`src/logic/rstint_pkg.sv`:
```
package rstint_pkg;
  // ----------------------------------------------------------------
  // Bus geometry
  // ----------------------------------------------------------------
  localparam int ADDR_W = 11;
  localparam int DATA_W = 16;
  localparam int UNIT_W = 8;
  localparam int SRST_N = 54;
  localparam int LP_N = 34;
  typedef logic [ADDR_W-1:0] addr_t;
  typedef logic [DATA_W-1:0] data_t;
  // ----------------------------------------------------------------
  // Register offsets (global group starts at zero)
  // ----------------------------------------------------------------
  localparam addr_t OFS_CTRL = 11'h000;
  localparam addr_t OFS_GIS = 11'h002;
  localparam addr_t OFS_GIE = 11'h004;
  localparam addr_t OFS_SRST0 = 11'h008;
  localparam addr_t OFS_BUF_LAT = 11'h010;
  localparam addr_t OFS_BUF_MASK = 11'h012;
  localparam addr_t OFS_AGG_LAT = 11'h014;
  localparam addr_t OFS_AGG_EN = 11'h016;
  localparam addr_t OFS_LINE_LAT = 11'h018;
  localparam addr_t OFS_LINE_EN = 11'h01A;
  localparam addr_t OFS_ID = 11'h01E;
  localparam int SRST_REGS = 4;
  // ----------------------------------------------------------------
  // Field positions and reset values
  // ----------------------------------------------------------------
  localparam int CTRL_SOFT_RST = 0;
  localparam int CTRL_DRIVE_SEL = 1;
  localparam int GIS_BUF = 0;
  localparam int GIS_AGG = 1;
  localparam int GIS_LINE = 2;
  localparam int GIS_W = 3;
  localparam logic [GIS_W-1:0] GIE_RST = 3'h0;
  localparam logic [UNIT_W-1:0] MASK_RST = 8'hFF;
  localparam logic [UNIT_W-1:0] EN_RST = 8'h00;
  localparam logic [DATA_W-1:0] DEVICE_ID = 16'h0A5C;  // Arbitrary value
  // Function reset bit layout
  localparam int SR_LINE_RX_FIFO = 0;     // 16 bits
  localparam int SR_AGG_RX_FIFO = 16;     // 16 bits
  localparam int SR_VOICE_RX = 32;
  localparam int SR_VOICE_TX_FIFO = 33;
  localparam int SR_BRIDGE_TABLE = 34;
  // ----------------------------------------------------------------
  // Timing
  // ----------------------------------------------------------------
  localparam int CLK_MHZ = 125;
  localparam int RESET_WAIT_MS = 5;
  localparam int RESET_WAIT_CYC = RESET_WAIT_MS * 1000 * CLK_MHZ * 1000 / 1000;
endpackage

```
`src/logic/rstint_bus_if.sv`:
```
`timescale 1ns/1ps
interface rstint_bus_if;
  import rstint_pkg::*;
  // Host driven
  addr_t addr;
  data_t wdata;
  logic wr;
  logic rd;
  logic rst_n;
  // Device driven, with enables (low = driving)
  data_t rdata;
  logic rdata_oe_n;
  logic int_n;
  logic int_oe_n;
  // Resolved wires: undriven data reads zero, interrupt line pulled up
  data_t rdata_wire;
  logic int_wire;
  assign rdata_wire = rdata_oe_n ? '0 : rdata;
  assign int_wire = int_oe_n ? 1'b1 : int_n;

  modport device (input addr, wdata, wr, rd, rst_n,
                  output rdata, rdata_oe_n, int_n, int_oe_n);
  modport host (output addr, wdata, wr, rd, rst_n,
                input rdata_wire, int_wire);
endinterface

```
`src/logic/rstint_device.sv`:
```
`timescale 1ns/1ps
// Functional notes
// - Global reset restores all but soft bit
// - Soft reset bit sticks until zero/pin
// - Reset pin low floats bus outputs
// - Host waits 5 ms after reset
// - Fifty-four writable function reset bits
// - FIFO/voice reset bits also force low power
// - Host reconfigures after low power exit
// - Host follows documented bring-up order
// - Global registers start at address zero
// - Global/intermediate status are real-time summaries
// - Global enable zero blocks that source
// - Mask one blocks the condition
// - Enable one passes latched bit upward
// - Latched bit sets even when disabled
// - Host ANDs status with enable/inverted mask
// - Reading latched register clears all bits
// - No interrupt during any reset
// - Select bit picks float or driven idle
// - Drive select one drives high; reset floats
// - Event during clearing read never lost
module rstint_device (
  // Clock and reset
  input wire logic i_core_clk,
  input wire logic i_rst,
  // Processor bus
  rstint_bus_if.device bus,
  // Event sources
  input wire logic [rstint_pkg::UNIT_W-1:0] i_buf_evt,
  input wire logic [rstint_pkg::UNIT_W-1:0] i_agg_evt,
  input wire logic [rstint_pkg::UNIT_W-1:0] i_line_evt,
  // Reset and power outputs
  output logic o_global_reset,
  output logic [rstint_pkg::SRST_N-1:0] o_func_reset,
  output logic [rstint_pkg::LP_N-1:0] o_low_power
);
  import rstint_pkg::*;

  // ----------------------------------------------------------------
  // Reset pin synchroniser and global reset
  // ----------------------------------------------------------------
  logic pin_meta_q;      // First stage, read only by second
  logic pin_low_q;       // Synchronised pin-low level
  logic soft_rst_q;      // Sticky software reset bit
  logic glb_rst;         // Any global reset in effect
  logic drive_sel_q;     // Idle drive select for interrupt pin
  logic [GIS_W-1:0] gie_q;
  logic [SRST_REGS*DATA_W-1:0] srst_q;
  logic [UNIT_W-1:0] buf_lat, buf_mask, agg_lat, agg_en, line_lat, line_en;
  logic buf_sum, agg_sum, line_sum;
  logic [GIS_W-1:0] gis;
  logic int_act;
  data_t rdata_d;

  // Two flops before anyone looks at the pin
  always_ff @(posedge i_core_clk or posedge i_rst) begin
    if (i_rst) begin
      pin_meta_q <= 1'b1;
      pin_low_q <= 1'b1;
    end else begin
      pin_meta_q <= ~bus.rst_n;
      pin_low_q <= pin_meta_q;
    end
  end

  assign glb_rst = pin_low_q | soft_rst_q;

  // Access decode
  function automatic logic hit(input addr_t a, input addr_t ofs);
    return a == ofs;
  endfunction

  // Keeps only the bits of word r that map onto real function resets
  function automatic data_t word_mask(input int r);
    data_t m;
    m = '0;
    for (int b = 0; b < DATA_W; b++) begin
      m[b] = (r * DATA_W + b) < SRST_N;
    end
    return m;
  endfunction

  logic wr_ok, rd_ok;
  assign wr_ok = bus.wr & ~pin_low_q;
  assign rd_ok = bus.rd & ~pin_low_q;

  // ----------------------------------------------------------------
  // Control register
  // ----------------------------------------------------------------
  // Soft bit survives its own reset; only pin or a zero write clears it
  always_ff @(posedge i_core_clk or posedge i_rst) begin
    if (i_rst) begin
      soft_rst_q <= 1'b0;
    end else if (pin_low_q) begin
      soft_rst_q <= 1'b0;
    end else if (wr_ok && hit(bus.addr, OFS_CTRL)) begin
      soft_rst_q <= bus.wdata[CTRL_SOFT_RST];
    end
  end

  // Drive select defaults to float
  always_ff @(posedge i_core_clk or posedge i_rst) begin
    if (i_rst) begin
      drive_sel_q <= 1'b0;
    end else if (glb_rst) begin
      drive_sel_q <= 1'b0;
    end else if (wr_ok && hit(bus.addr, OFS_CTRL)) begin
      drive_sel_q <= bus.wdata[CTRL_DRIVE_SEL];
    end
  end

  // Global interrupt enable
  always_ff @(posedge i_core_clk or posedge i_rst) begin
    if (i_rst) begin
      gie_q <= GIE_RST;
    end else if (glb_rst) begin
      gie_q <= GIE_RST;
    end else if (wr_ok && hit(bus.addr, OFS_GIE)) begin
      gie_q <= bus.wdata[GIS_W-1:0];
    end
  end

  // ----------------------------------------------------------------
  // Function reset bits
  // ----------------------------------------------------------------
  always_ff @(posedge i_core_clk or posedge i_rst) begin
    if (i_rst) begin
      srst_q <= '0;
    end else if (glb_rst) begin
      srst_q <= '0;
    end else begin
      for (int r = 0; r < SRST_REGS; r++) begin
        if (wr_ok && hit(bus.addr, addr_t'(OFS_SRST0 + 11'(2 * r)))) begin
          // Bits past the last function reset do not exist and read zero
          srst_q[r*DATA_W +: DATA_W] <= bus.wdata & word_mask(r);
        end
      end
    end
  end

  // Reset levels and low power levels to the function blocks
  always_ff @(posedge i_core_clk or posedge i_rst) begin
    if (i_rst) begin
      o_global_reset <= 1'b1;
      o_func_reset <= '0;
      o_low_power <= '1;
    end else begin
      o_global_reset <= glb_rst;
      o_func_reset <= srst_q[SRST_N-1:0];
      // Pin held low keeps the whole device in low power
      o_low_power <= srst_q[LP_N-1:0] | {LP_N{pin_low_q}};
    end
  end

  // ----------------------------------------------------------------
  // Latched status units
  // ----------------------------------------------------------------
  logic [UNIT_W-1:0] evt_gate;
  assign evt_gate = {UNIT_W{~glb_rst}};

  latched_status_unit #(.W(UNIT_W), .MASK_STYLE(1'b1), .GATE_RST(MASK_RST)) u_buf (
    .i_core_clk(i_core_clk),
    .i_rst(i_rst),
    .i_clr_all(glb_rst),
    .i_evt(i_buf_evt & evt_gate),
    .i_rd_clr(rd_ok && hit(bus.addr, OFS_BUF_LAT)),
    .i_gate_wr(wr_ok && hit(bus.addr, OFS_BUF_MASK)),
    .i_gate_data(bus.wdata[UNIT_W-1:0]),
    .o_lat(buf_lat),
    .o_gate(buf_mask),
    .o_summary(buf_sum)
  );

  latched_status_unit #(.W(UNIT_W), .MASK_STYLE(1'b0), .GATE_RST(EN_RST)) u_agg (
    .i_core_clk(i_core_clk),
    .i_rst(i_rst),
    .i_clr_all(glb_rst),
    .i_evt(i_agg_evt & evt_gate),
    .i_rd_clr(rd_ok && hit(bus.addr, OFS_AGG_LAT)),
    .i_gate_wr(wr_ok && hit(bus.addr, OFS_AGG_EN)),
    .i_gate_data(bus.wdata[UNIT_W-1:0]),
    .o_lat(agg_lat),
    .o_gate(agg_en),
    .o_summary(agg_sum)
  );

  latched_status_unit #(.W(UNIT_W), .MASK_STYLE(1'b0), .GATE_RST(EN_RST)) u_line (
    .i_core_clk(i_core_clk),
    .i_rst(i_rst),
    .i_clr_all(glb_rst),
    .i_evt(i_line_evt & evt_gate),
    .i_rd_clr(rd_ok && hit(bus.addr, OFS_LINE_LAT)),
    .i_gate_wr(wr_ok && hit(bus.addr, OFS_LINE_EN)),
    .i_gate_data(bus.wdata[UNIT_W-1:0]),
    .o_lat(line_lat),
    .o_gate(line_en),
    .o_summary(line_sum)
  );

  // Global status, real time, never latched
  always_comb begin
    gis = '0;
    gis[GIS_BUF] = buf_sum;
    gis[GIS_AGG] = agg_sum;
    gis[GIS_LINE] = line_sum;
  end

  assign int_act = |(gis & gie_q) & ~glb_rst;

  // ----------------------------------------------------------------
  // Read mux
  // ----------------------------------------------------------------
  always_comb begin
    rdata_d = '0;
    case (bus.addr)
      OFS_CTRL: begin
        rdata_d[CTRL_SOFT_RST] = soft_rst_q;
        rdata_d[CTRL_DRIVE_SEL] = drive_sel_q;
      end
      OFS_GIS: rdata_d[GIS_W-1:0] = gis;
      OFS_GIE: rdata_d[GIS_W-1:0] = gie_q;
      OFS_BUF_LAT: rdata_d[UNIT_W-1:0] = buf_lat;
      OFS_BUF_MASK: rdata_d[UNIT_W-1:0] = buf_mask;
      OFS_AGG_LAT: rdata_d[UNIT_W-1:0] = agg_lat;
      OFS_AGG_EN: rdata_d[UNIT_W-1:0] = agg_en;
      OFS_LINE_LAT: rdata_d[UNIT_W-1:0] = line_lat;
      OFS_LINE_EN: rdata_d[UNIT_W-1:0] = line_en;
      OFS_ID: rdata_d = DEVICE_ID;
      default: begin
        // Function reset words, otherwise zero
        for (int r = 0; r < SRST_REGS; r++) begin
          if (hit(bus.addr, addr_t'(OFS_SRST0 + 11'(2 * r)))) begin
            rdata_d = srst_q[r*DATA_W +: DATA_W];
          end
        end
      end
    endcase
  end

  // Read data captured at the same edge that clears the latch
  always_ff @(posedge i_core_clk or posedge i_rst) begin
    if (i_rst) begin
      bus.rdata <= '0;
      bus.rdata_oe_n <= 1'b1;
    end else begin
      bus.rdata <= rd_ok ? rdata_d : '0;
      bus.rdata_oe_n <= ~rd_ok;
    end
  end

  // ----------------------------------------------------------------
  // Interrupt pin
  // ----------------------------------------------------------------
  always_ff @(posedge i_core_clk or posedge i_rst) begin
    if (i_rst) begin
      bus.int_n <= 1'b1;
      bus.int_oe_n <= 1'b1;
    end else begin
      bus.int_n <= ~int_act;
      bus.int_oe_n <= pin_low_q | ~(int_act | drive_sel_q);
    end
  end
endmodule // rstint_device

```
`src/logic/latched_status_unit.sv`:
```
`timescale 1ns/1ps
module latched_status_unit #(
  parameter int W = 8,
  parameter bit MASK_STYLE = 1'b0,
  parameter logic [W-1:0] GATE_RST = '0
) (
  // Clock and reset
  input wire logic i_core_clk,
  input wire logic i_rst,
  input wire logic i_clr_all,
  // Events and host access
  input wire logic [W-1:0] i_evt,
  input wire logic i_rd_clr,
  input wire logic i_gate_wr,
  input wire logic [W-1:0] i_gate_data,
  // State
  output logic [W-1:0] o_lat,
  output logic [W-1:0] o_gate,
  output logic o_summary
);
  import rstint_pkg::*;

  // ----------------------------------------------------------------
  // Latched bits: read clears all, a new event wins over the clear
  // ----------------------------------------------------------------
  always_ff @(posedge i_core_clk or posedge i_rst) begin
    if (i_rst) begin
      o_lat <= '0;
    end else if (i_clr_all) begin
      o_lat <= '0;
    end else begin
      o_lat <= (i_rd_clr ? '0 : o_lat) | i_evt;
    end
  end

  // Mask or enable register
  always_ff @(posedge i_core_clk or posedge i_rst) begin
    if (i_rst) begin
      o_gate <= GATE_RST;
    end else if (i_clr_all) begin
      o_gate <= GATE_RST;
    end else if (i_gate_wr) begin
      o_gate <= i_gate_data;
    end
  end

  // Real-time summary of the passed bits
  assign o_summary = MASK_STYLE ? |(o_lat & ~o_gate) : |(o_lat & o_gate);
endmodule // latched_status_unit

```
`src/flat_wrapper.sv`:
```
// flat-port wrapper written by rule: the top's interface ports become plain ports
module rstint_device_flat import rstint_pkg::*;
  (i_core_clk, i_rst, i_buf_evt, i_agg_evt, i_line_evt, o_global_reset, o_func_reset, o_low_power, bus_addr, bus_wdata, bus_wr, bus_rd, bus_rst_n, bus_rdata, bus_rdata_oe_n, bus_int_n, bus_int_oe_n);
  rstint_bus_if bus_i ();
  input wire logic i_core_clk;
  input wire logic i_rst;
  input wire logic [rstint_pkg::UNIT_W-1:0] i_buf_evt;
  input wire logic [rstint_pkg::UNIT_W-1:0] i_agg_evt;
  input wire logic [rstint_pkg::UNIT_W-1:0] i_line_evt;
  output logic o_global_reset;
  output logic [rstint_pkg::SRST_N-1:0] o_func_reset;
  output logic [rstint_pkg::LP_N-1:0] o_low_power;
  input wire logic [$bits(bus_i.addr)-1:0] bus_addr;
  input wire logic [$bits(bus_i.wdata)-1:0] bus_wdata;
  input wire logic [$bits(bus_i.wr)-1:0] bus_wr;
  input wire logic [$bits(bus_i.rd)-1:0] bus_rd;
  input wire logic [$bits(bus_i.rst_n)-1:0] bus_rst_n;
  output wire logic [$bits(bus_i.rdata)-1:0] bus_rdata;
  output wire logic [$bits(bus_i.rdata_oe_n)-1:0] bus_rdata_oe_n;
  output wire logic [$bits(bus_i.int_n)-1:0] bus_int_n;
  output wire logic [$bits(bus_i.int_oe_n)-1:0] bus_int_oe_n;
  assign bus_i.addr = bus_addr;
  assign bus_i.wdata = bus_wdata;
  assign bus_i.wr = bus_wr;
  assign bus_i.rd = bus_rd;
  assign bus_i.rst_n = bus_rst_n;
  assign bus_rdata = bus_i.rdata;
  assign bus_rdata_oe_n = bus_i.rdata_oe_n;
  assign bus_int_n = bus_i.int_n;
  assign bus_int_oe_n = bus_i.int_oe_n;
  rstint_device u_core (.i_core_clk(i_core_clk), .i_rst(i_rst), .bus(bus_i), .i_buf_evt(i_buf_evt), .i_agg_evt(i_agg_evt), .i_line_evt(i_line_evt), .o_global_reset(o_global_reset), .o_func_reset(o_func_reset), .o_low_power(o_low_power));
endmodule
```
`config.mk`:
```
export PLATFORM = sky130hd
export DESIGN_NAME = rstint_device_flat
export DESIGN_NICKNAME = d
export VERILOG_FILES = /design/src/logic/rstint_pkg.sv /design/src/logic/rstint_bus_if.sv /design/src/logic/rstint_device.sv /design/src/logic/latched_status_unit.sv /design/src/flat_wrapper.sv
export SDC_FILE = /design/constraint.sdc
export NUM_CORES = 1
export LEC_CHECK = 0
export BUFFER_PORTS_ARGS = -buffer_cell sky130_fd_sc_hd__buf_2
export CAP_MARGIN = 20
export CELL_PAD_IN_SITES_DETAIL_PLACEMENT = 0
export CELL_PAD_IN_SITES_GLOBAL_PLACEMENT = 1
export CORE_MARGIN = 5
export CORE_UTILIZATION = 47
export CTS_CLUSTER_SIZE = 24
export DETAILED_ROUTE_END_ITERATION = 10
export PLACE_DENSITY_LB_ADDON = 0.2
export SYNTH_ARGS = -nofsm -noshare
export SYNTH_HDL_FRONTEND = slang
export SYNTH_HIERARCHICAL = 1
export SYNTH_SLANG_ARGS = --single-unit
```
`constraint.sdc`:
```
create_clock -name i_core_clk -period 11.9 [get_ports i_core_clk]
set_clock_uncertainty 0.1 [all_clocks]
set_input_delay 1.785 -clock i_core_clk [delete_from_list [all_inputs] [get_ports i_core_clk]]
set_output_delay 1.785 -clock i_core_clk [all_outputs]
set_load 0.02 [all_outputs]
```
==> metrics.md, run 1 <==
| Metric | Value |
|---|---|
| # rows | 50 |
| Starting Density | a little under half |
| Number of setup buffers added after CTS | 0 |
| Detailed-route via count | 6723 |
| Hold Crit Depth | 0 |
| Biggest area consumer among synthesized cells | dfrtp_1 |
| Clk Latency, worst-skew pair | just under 500 ps |
| Number of buffers and inverters on the critical path | 2 |
| Max stage delay cell, worst path | and2_1 |
| Final Power | 0.00159 W |
| Predominant post-synthesis flop cell | dfrtp_1 |
| Maximum vdd drop | roughly 0.079 mV |
| Core box area | between 15000 and 20000 um^2 |
| HP Class | register to register |
| Crit-path leading delay family | simple AND/OR/NAND/NOR gates |
| DRC Markers | 0 |
| Gpl congestion | 0.945 |
| Gr usage total | 22.6% |
| Routed Antenna Nets | 0 |
| Total grt overflow | 0 |
| Max Clk Rate | ~240 MHz |
| Die Wd | between 100 and 150 um |
| Asr flop ratio synth | between 90% and 100% |
| Reg clk slew, reported paths | about 60 ps |
| Drt first-iter violations | 595 |
| Leak | 4.97 nW |
| Post-place setup slack | approximately 7300 ps |
| Critical Path Sink Type | register |
| Share of cells above drive strength 1 | between 30% and 40% |
| Period utilization | about a third |
| GRT Max-Usage Layer | met2 |
| Post-synth EDFFs | 0 |
| CTS tree | done |
| CP max stage delay | about 750 ps |
| Final HPWL DP | approximately 18000 um |
| Cell variety after synth | 55 |
| R2R cell count | 7 |
| Die footprint | ~22000 um^2 |
| Largest net degree at the start of global routing | 92 |
| Setup violations, final | 0 |
| Hold WS | roughly 260 ps |
| Synth top area share | between 40% and 50% |
| Sequential share of the synthesized area | between 60 and 70% |
| CP Cell Sequence | buf_2 > inv_1 > nor4_4 > and2_1 > nand2_1 > a21oi_2 |
| CP required | 12200 ps |
| Met2 Use GR | approximately two fifths |
| CP arrival | about 4500 ps |
| Syn nets | 881 |
| Synthesized area | approximately 9000 um^2 |
| Critical Path Fanout Max | 31 |
| Initial antenna violation count | 1 |
| CTS Root Cell | clkbuf_16 |
| Commonest non-fill, non-tap cells in the layout | 169 x dfrtp_1, 163 x buf_2, 118 x nand2_1, 72 x a21oi_1, 60 x nor2_1 |
| Final Cell Area | 10700 um^2 |
| Drt pass-1 iters | 5 |
| Hold Fails Final Rpt | 0 |
| Met3 Resource Use GR | approximately 3.3% |
| Outcome | finished clean |
| Synth Warn # | 6 |
| Power per cell area | around 150 nW/um^2 |
| Reg2Reg Setup Slack | 9360 ps |
| Avg Cell Area, Syn | ~11 um^2 |
| Vias in the first global route | ~6700 |
| Number of diodes | 0 |
| Worst-case clock buffer depth | 3 |
| Top post-synthesis cells by area | dfrtp_1 47%, dfstp_2 14%, nand2_1 4.9% |
| Dpl cell area | 9920 um^2 |
| CP startpoint kind | input pin |
| Max-cap check violation count | 0 |
| Critical path depth | 6 |
| Least-Margin Pin Slew | 971 ps |
| IO Pins | roughly 160 |
| Setup TNS | 0 ps |
| Fin. max-slew vios | 0 |
| Relative slew slack | 35.3% |
| CTS H-Tree Depth | 1 |
| Mapped Cells | approximately 830 |
| Worst setup margin | about 7700 ps |
| Routed len/inst | ~20 um |
| Buffers on Ports | around 160 |
| Commonest non-fill, non-tap cell in the layout | dfrtp_1 |
| WL final | approximately 25000 um |
| Fin crit period | approximately 4200 ps |
| FF+latch count, synth | between 200 and 250 |
| Met1 Track Usage GR | a little under a third |
| RSZ-0062 raised after global routing | no |
| Die height | 148 um |
| First-pass GRT wire length | ~39000 um |
| Fill count | 1625 |
| Post-CTS Resized | 0 |
| Total CTS buffers | 23 |
| Area Growth Syn to Fin | 19.0% |
| Crit path kind | input pin to register |
| # clock sinks | approximately 220 |
| Fin nets | roughly 1000 |
| Hold Buf Count CTS | 0 |
| Via density per instance | between 5 and 6 |
==> synth_stat cells (4+ instances only) <==
library cell and count:
dfstp_2 48, nand2_1 118, a21oi_2 14, dfrtp_1 169
mux2_2 6, nand3_1 11, clkbuf_1 21, nor2_1 60
buf_6 5, a221oi_1 5, and2_1 30, a222oi_1 7
mux2i_1 36, a211o_1 8, o21ai_0 14, nor3_1 4
nand2_2 7, or2_2 36, o2bb2ai_1 4, a22oi_1 13
nand2b_1 18, a21oi_1 72, buf_2 9, nor2b_1 12
o22ai_1 10, inv_1 34, nand4_1 8
==> path summary, 6_finish.rpt <==
kind                                         from                 endpoint
setup / recovery                      bus_addr[2]        u_core/srst_q[40]
hold / removal                  u_core/pin_meta_q         u_core/pin_low_q
hold reg to reg                 u_core/pin_meta_q         u_core/pin_low_q
max in group asynchronous                   i_rst  u_core/o_func_reset[24]
min in group asynchronous                   i_rst    u_core/u_agg/o_lat[6]
setup reg to reg           u_core/u_buf/o_gate[6]      u_core/bus.rdata[0]
==> registers in the layout, summed over array words and instances, names as in the netlist, 3 cells and up <==
register,cells
u_core/gie_q,3
u_core/u_line/o_gate,8
u_core/u_agg/o_gate,8
u_core/u_buf/o_gate,8
u_core/srst_q,54
u_core/bus.rdata,16
u_core/o_low_power,34
u_core/u_buf/o_lat,8
u_core/u_line/o_lat,8
u_core/u_agg/o_lat,8
u_core/o_func_reset,54
==> cell type report <==
| cell class | instances | area [um^2] | area share [%] |
|---|---|---|---|
| sequential | 217 | 5490 | 51.3 |
| multi-input combinational | 530 | 3140 | 29.3 |
| timing repair buffer | 169 | 861 | 8.04 |
| clock buffer | 31 | 656 | 6.12 |
| tap | 234 | 293 | 2.73 |
| inverter | 35 | 138 | 1.29 |
| clock inverter | 10 | 134 | 1.25 |
==> stage by stage <==
step	instances	util [%]
detailed placement	1185	52.8
CTS	1226	57.1
global placement	1185	52.8
floorplan	825	-
global route	1226	57.1
finish	1226	57.1
==> power by group <==
part	switching (W)	internal [W]	total, W
Sequential	0.00000803	0.000755	0.000763
Clock	0.000283	0.000452	0.000735
Combinational	0.0000671	0.0000292	0.0000964
==> cells by family (layout without fill, tap and decap cells) <==
logic type / after synthesis / count (layout) / share of synthesized area, %
compound gates: 166 / 166 / 12.1
mux: 42 / 42 / 4.76
simple gates: 322 / 322 / 18.0
buf+inv: 78 / 245 / 4.12
flops: 217 / 217 / 61.0
==> metal layers <==
metal  share of wire [%]  vias to the layer above
met2                  50                      269
met3                 6.3                       35
met4                 2.1                        2
met5               0.028                        -
met1                  42                     3314
li1                    -                     3103
Power figures use the tool's default switching activity.
==> inputs of run 2 (changes only) <==
--- a/config.mk
+++ b/config.mk
@@ -10,7 +10,7 @@
 export CELL_PAD_IN_SITES_DETAIL_PLACEMENT = 0
 export CELL_PAD_IN_SITES_GLOBAL_PLACEMENT = 1
 export CORE_MARGIN = 5
-export CORE_UTILIZATION = 47
+export CORE_UTILIZATION = 39
 export CTS_CLUSTER_SIZE = 24
 export DETAILED_ROUTE_END_ITERATION = 10
 export PLACE_DENSITY_LB_ADDON = 0.2
==> constraint.sdc (replaced) <==
create_clock -name i_core_clk -period 3.7 [get_ports i_core_clk]
set_clock_uncertainty 0.1 [all_clocks]
set_input_delay 0.555 -clock i_core_clk [delete_from_list [all_inputs] [get_ports i_core_clk]]
set_output_delay 0.555 -clock i_core_clk [all_outputs]
set_load 0.02 [all_outputs]
==> run 2 against run 1 <==
Sequential power rose to 3.2 times the previous value; setup slack worse by 6700 ps; hold slack worse by 200 ps; final area up 1.7%; utilization down 9.1 points; critical endpoint is now u_core/srst_q[18]; count of clock-buffer cells in the layout up 3; via count up 0.82%.
==> metrics.md, run 2 (synthesis gave the netlist of run 1 again) <==
| Metric | Value |
|---|---|
| Crit path kind | input pin to register |
| Total grt overflow | 0 |
| Number of buffers and inverters on the critical path | 1 |
| Fin nets | 1045 |
| Initial antenna violation count | 1 |
| RSZ-0062 raised after global routing | no |
| CP startpoint kind | input pin |
| Fin crit period | roughly 2700 ps |
| Hold EP | u_core/pin_meta_q |
| Drt first-iter violations | 484 |
| Outcome | finished clean |
| R2R cell count | 4 |
| Reg2Reg Setup Slack | around 1300 ps |
| Number of setup buffers added after CTS | 0 |
| CP arrival | between 2000 and 3000 ps |
| Gpl congestion | 0.870 |
| Hold WS | about 55 ps |
| Cells after DPL | around 1200 |
| Least-Margin Pin Slew | about 700 ps |
| # clock sinks | 217 |
| Commonest non-fill, non-tap cells in the layout | 169 x dfrtp_1, 163 x buf_2, 118 x nand2_1, 72 x a21oi_1, 60 x nor2_1 |
| Largest net degree at the start of global routing | about 120 |
| First-pass GRT wire length | between 40000 and 50000 um |
| Crit-path leading delay family | simple AND/OR/NAND/NOR gates |
| Detailed-route via count | ~6800 |
| CTS tree | done |
| Commonest non-fill, non-tap cell in the layout | dfrtp_1 |
| CTS H-Tree Depth | 1 |
| Starting Density | between 30% and 40% |
| WL final | between 20000 and 30000 um |
| Final std cells w/o fill | roughly 1300 |
| Routed len/inst | about 20 um |
| Share of cells above drive strength 1 | 33.6% |
| Reg2Reg Capture Point | u_core/u_buf/o_gate[4] |
| Area Growth Syn to Fin | 21.0% |
| Fin. max-slew vios | 0 |
| Die Wd | 162 um |
| Setup TNS | 0 ps |
| Hold Crit Depth | 2 |
| Vias in the first global route | ~6900 |
| Die height | 162 um |
| HP Class | input pin to register |
| Max-cap check violation count | 0 |
| Hold Fails Final Rpt | 0 |
| Routed Antenna Nets | 0 |
| CP max stage delay | approximately 650 ps |
| # rows | 55 |
| Drt pass-1 iters | 6 |
| Leak | 5.02 nW |
| Reg2reg start | u_core/pin_low_q |
| Setup violations, final | 0 |
| Buffers on Ports | roughly 160 |
| CP required | approximately 4000 ps |
| Post-CTS Resized | 0 |
| Dpl cell area | about 10000 um^2 |
| Worst-case clock buffer depth | 3 |
| Total CTS buffers | 24 |
| Maximum vdd drop | 0.276 mV |
| Worst Hold Launch | bus_rst_n |
| Largest regs | u_core/o_func_reset: 54 flops, u_core/srst_q: 54 flops, u_core/o_low_power: 34 flops |
| Via density per instance | between 5 and 6 |
| Critical Path Fanout Max | 17 |
| Reg clk slew, reported paths | around 60 ps |
| Core box area | roughly 23000 um^2 |
| Gr usage total | 19.9% |
| Max stage delay cell, worst path | and2_1 |
| Power per cell area | between 400 and 500 nW/um^2 |
| CTS Root Cell | clkbuf_16 |
| Final Cell Area | approximately 11000 um^2 |
| Period utilization | a little under three quarters |
| Relative slew slack | between 50% and 60% |
| CP Cell Sequence | buf_2 > or4b_1 > nor4_4 > and2_1 > nand2_1 > a21oi_1 |
| Clk Latency, worst-skew pair | around 500 ps |
| IO Pins | around 160 |
| Die footprint | around 26000 um^2 |
| Final HPWL DP | about 19000 um |
| Critical Path Sink Type | register |
| Hold Buf Count CTS | 1 |
| DRC Markers | 0 |
| Max Clk Rate | about 380 MHz |
==> run 2: area by class of cell <==
type | instances | area, um^2
Fill cell | 2149 | 11800
Sequential cell | 217 | 5490
Multi-Input combinational cell | 530 | 3140
Timing Repair Buffer | 181 | 978
Clock buffer | 34 | 699
Tap cell | 285 | 357
Inverter | 35 | 136
Clock inverter | 10 | 88.8
Antenna cell | 1 | 2.50
==> run 2: report_power, final <==
part           internal (W)  leakage, nW  switching [W]
Clock               0.00139        0.383       0.000935
Combinational     0.0000993         1.79       0.000213
Sequential          0.00243         2.85      0.0000295
==> run 2: stage by stage <==
| stage | setup slack (ps) | utilization, % | total power [W] |
|---|---|---|---|
| final | 1050 | 48.0 | 0.00510 |
| after global routing | 891 | 48.0 | 0.00531 |
| after detailed placement | 542 | 44.4 | 0.00282 |
| after global placement | 595 | 44.4 | 0.00282 |
| after CTS | 1080 | 47.9 | 0.00518 |
| after floorplan | 923 | - | 0.00268 |
==> run 2: worst max-delay path by stage <==
stage,startpoint,end,slack (ps),depth (start not counted)
2_1_floorplan,i_rst,u_core/bus.rdata[0],920,1
3_3_place_gp,bus_addr[1],u_core/srst_q[28],590,6
3_5_place_dp,bus_addr[1],u_core/srst_q[18],540,6
4_1_cts,bus_addr[1],u_core/srst_q[18],1080,6
5_1_grt,bus_addr[1],u_core/srst_q[30],890,6
6_report,bus_addr[1],u_core/srst_q[18],1050,6
==> run 2: worst reg2reg max path: stages (launching register included) <==
cell and delay, ps:
dfstp_2 550, nor2_1 560, clkinv_2 460, buf_4 400, a211o_1 280
==> run 2: routing by layer <==
metal,track usage (%),wire (um),share of wire (%)
met1,27.5,11300,43
met2,33.6,12700,49
met3,2.97,1550,5.9
met4,4.46,425,1.6
met5,0,0,0
==> inputs of run 3 (changes only) <==
==> constraint.sdc (replaced) <==
create_clock -name i_core_clk -period 2.3 [get_ports i_core_clk]
set_clock_uncertainty 0.1 [all_clocks]
set_input_delay 0.345 -clock i_core_clk [delete_from_list [all_inputs] [get_ports i_core_clk]]
set_output_delay 0.345 -clock i_core_clk [all_outputs]
set_load 0.02 [all_outputs]
==> run 3 against run 2 <==
Via count up 1.0%; die area unchanged; global-route usage up 0.35 points.
==> metrics.md, run 3 (synthesis gave the netlist of run 1 again) <==
| Metric | Value |
|---|---|
| IO Pins | 164 |
| Leak | about 5.4 nW |
| Critical Path Fanout Max | 2 |
| Met2 Use GR | approximately a third |
| Final Power | about 0.0086 W |
| Die Wd | roughly 160 um |
| Met3 Resource Use GR | between 3 and 4% |
| Total grt overflow | 0 |
| Fin crit period | 2210 ps |
| Int Pwr | 0.00664 W |
| Critical Path Sink Type | register |
| Starting Density | between 30% and 40% |
| Max-cap check violation count | 0 |
| Hold WS | roughly 55 ps |
| Fin. max-slew vios | 0 |
| Gr usage total | between 20% and 30% |
| Share of cells above drive strength 1 | between 30% and 40% |
| Crit path kind | register to register |
| Seq pwr share | 46.1% |
| Reg clk slew, reported paths | roughly 60 ps |
| Setup TNS | 0 ps |
| Buffers on Ports | ~160 |
| Largest regs | u_core/o_func_reset: 54 flops, u_core/srst_q: 54 flops, u_core/o_low_power: 34 flops |
| Largest net degree at the start of global routing | between 80 and 90 |
| # clock sinks | approximately 220 |
| CTS H-Tree Depth | 1 |
| CTS Root Cell | clkbuf_16 |
| Die height | roughly 160 um |
| Core box area | about 23000 um^2 |
| Final design utilization | 51.0% |
| Drt first-iter violations | between 400 and 500 |
| Commonest non-fill, non-tap cell in the layout | dfrtp_1 |
| Routed len/inst | approximately 19 um |
| CP arrival | about 2500 ps |
| HP Class | input pin to register |
| Worst-case clock buffer depth | 3 |
| Hold Fails Final Rpt | 0 |
| Clk Latency, worst-skew pair | 510 ps |
| Drt pass-1 iters | 6 |
| CTS tree | done |
| WL final | approximately 27000 um |
| Setup violations, final | 0 |
| RSZ-0062 raised after global routing | no |
| Initial antenna violation count | 0 |
| CP startpoint kind | register |
| GRT Max-Usage Layer | met2 |
| Maximum vdd drop | roughly 0.40 mV |
| Gpl congestion | about 0.9 |
| Least-Margin Pin Slew | about 670 ps |
| Total CTS buffers | 24 |
| Number of setup buffers added after CTS | 0 |
| Number of diodes | 0 |
| Area Growth Syn to Fin | 28.7% |
| Met1 Track Usage GR | around 28% |
| Commonest non-fill, non-tap cells in the layout | 169 x dfrtp_1, 163 x buf_2, 118 x nand2_1, 74 x buf_4, 72 x a21oi_1 |
| Period utilization | a little over nine tenths |
| P_sw | ~0.0019 W |
| Switching Fraction | 22.3% |
| Logic pwr share | between 6 and 7% |
| Clock Power Share | 47.0% |
| Final HPWL DP | 19900 um |
| Power per cell area | 738 nW/um^2 |
| First-pass GRT wire length | 41900 um |
| CP required | approximately 2600 ps |
| Vias in the first global route | about 7100 |
| Via density per instance | between 5 and 6 |
| Fill count | approximately 2100 |
| Die footprint | roughly 26000 um^2 |
| Relative slew slack | 55.1% |
| Outcome | finished clean |
| Max Clk Rate | approximately 450 MHz |
| DRC Markers | 0 |
| Fin nets | around 1100 |
| Detailed-route via count | 6847 |
| Routed Antenna Nets | 0 |
| # rows | between 50 and 60 |
run 3: changes by cell type in the layout (fill, tap and decap cells not counted), sizes merged:
| cell | change |
|---|---|
| clkinvlp | -1 |
| clkinv | -2 |
| clkbuf | +2 |
| diode | -1 |
| buf | +64 |
| dlygate4sd3 | +9 |
| bufinv | +2 |
| inv | -1 |
run 3: power groups by stage:
| stage | Combinational (W) | Clock [W] | Sequential, W |
|---|---|---|---|
| 2_1_floorplan | 0.000265 | 0 | 0.00405 |
| 3_3_place_gp | 0.000583 | 0 | 0.00401 |
| 3_5_place_dp | 0.000587 | 0 | 0.00401 |
| 4_1_cts | 0.000602 | 0.00411 | 0.00394 |
| 5_1_grt | 0.000652 | 0.00428 | 0.00395 |
| 6_report | 0.000593 | 0.00402 | 0.00394 |
run 3: critical path, cell delays in order (launching register included):
cell and delay (ps):
dfstp_2 530, o22ai_1 100, or4_4 560, mux2i_1 140, o21ai_0 90, and3_1 180
a221oi_1 220, a41oi_1 140
run 3: metrics by stage:
step                      setup slack [ps]  cell area [um^2]  std cells
final                                 89.5             11600       1365
after global routing                  12.4             11600       1365
after CTS                             50.8             11600       1365
after detailed placement             -96.4             10600       1311
after global placement               -77.3             10600       1311
after floorplan                       -267              9000        825
run 3: what timing repair did:
action	4_1_cts	5_1_grt
endpoints found under the hold margin	76	0
resized for setup	0	1
hold buffers	10	0
endpoints found under the setup margin	0	1
run 3: final timing paths:
kind | startpoint | to | slack, ps | cells past startpoint
setup reg to reg | u_core/u_buf/o_gate[6] | u_core/bus.rdata[0] | 90 | 7
setup / recovery | u_core/u_buf/o_gate[6] | u_core/bus.rdata[0] | 90 | 7
hold reg to reg | u_core/pin_meta_q | u_core/pin_low_q | 260 | 0
max in group asynchronous | i_rst | u_core/bus.int_oe_n | 1030 | 4
min in group asynchronous | i_rst | u_core/srst_q[21] | 410 | 3
hold / removal | i_buf_evt[3] | u_core/u_buf/o_lat[3] | 60 | 4
run 3: cell type report:
type                            instances  area (um^2)  area share [%]
Inverter                               35          136            1.18
Multi-Input combinational cell        530         3140            27.1
Clock buffer                           36          727            6.28
Sequential cell                       217         5490            47.4
Clock inverter                          8          120            1.04
Tap cell                              285          357            3.08
Timing Repair Buffer                  254         1610            13.9
run 3: per-layer routing:
layer	vias up	part of all wire [%]
met1	3351	45
met4	0	1.2
met2	188	48
met3	26	5.2
li1	3282	-
met5	-	0
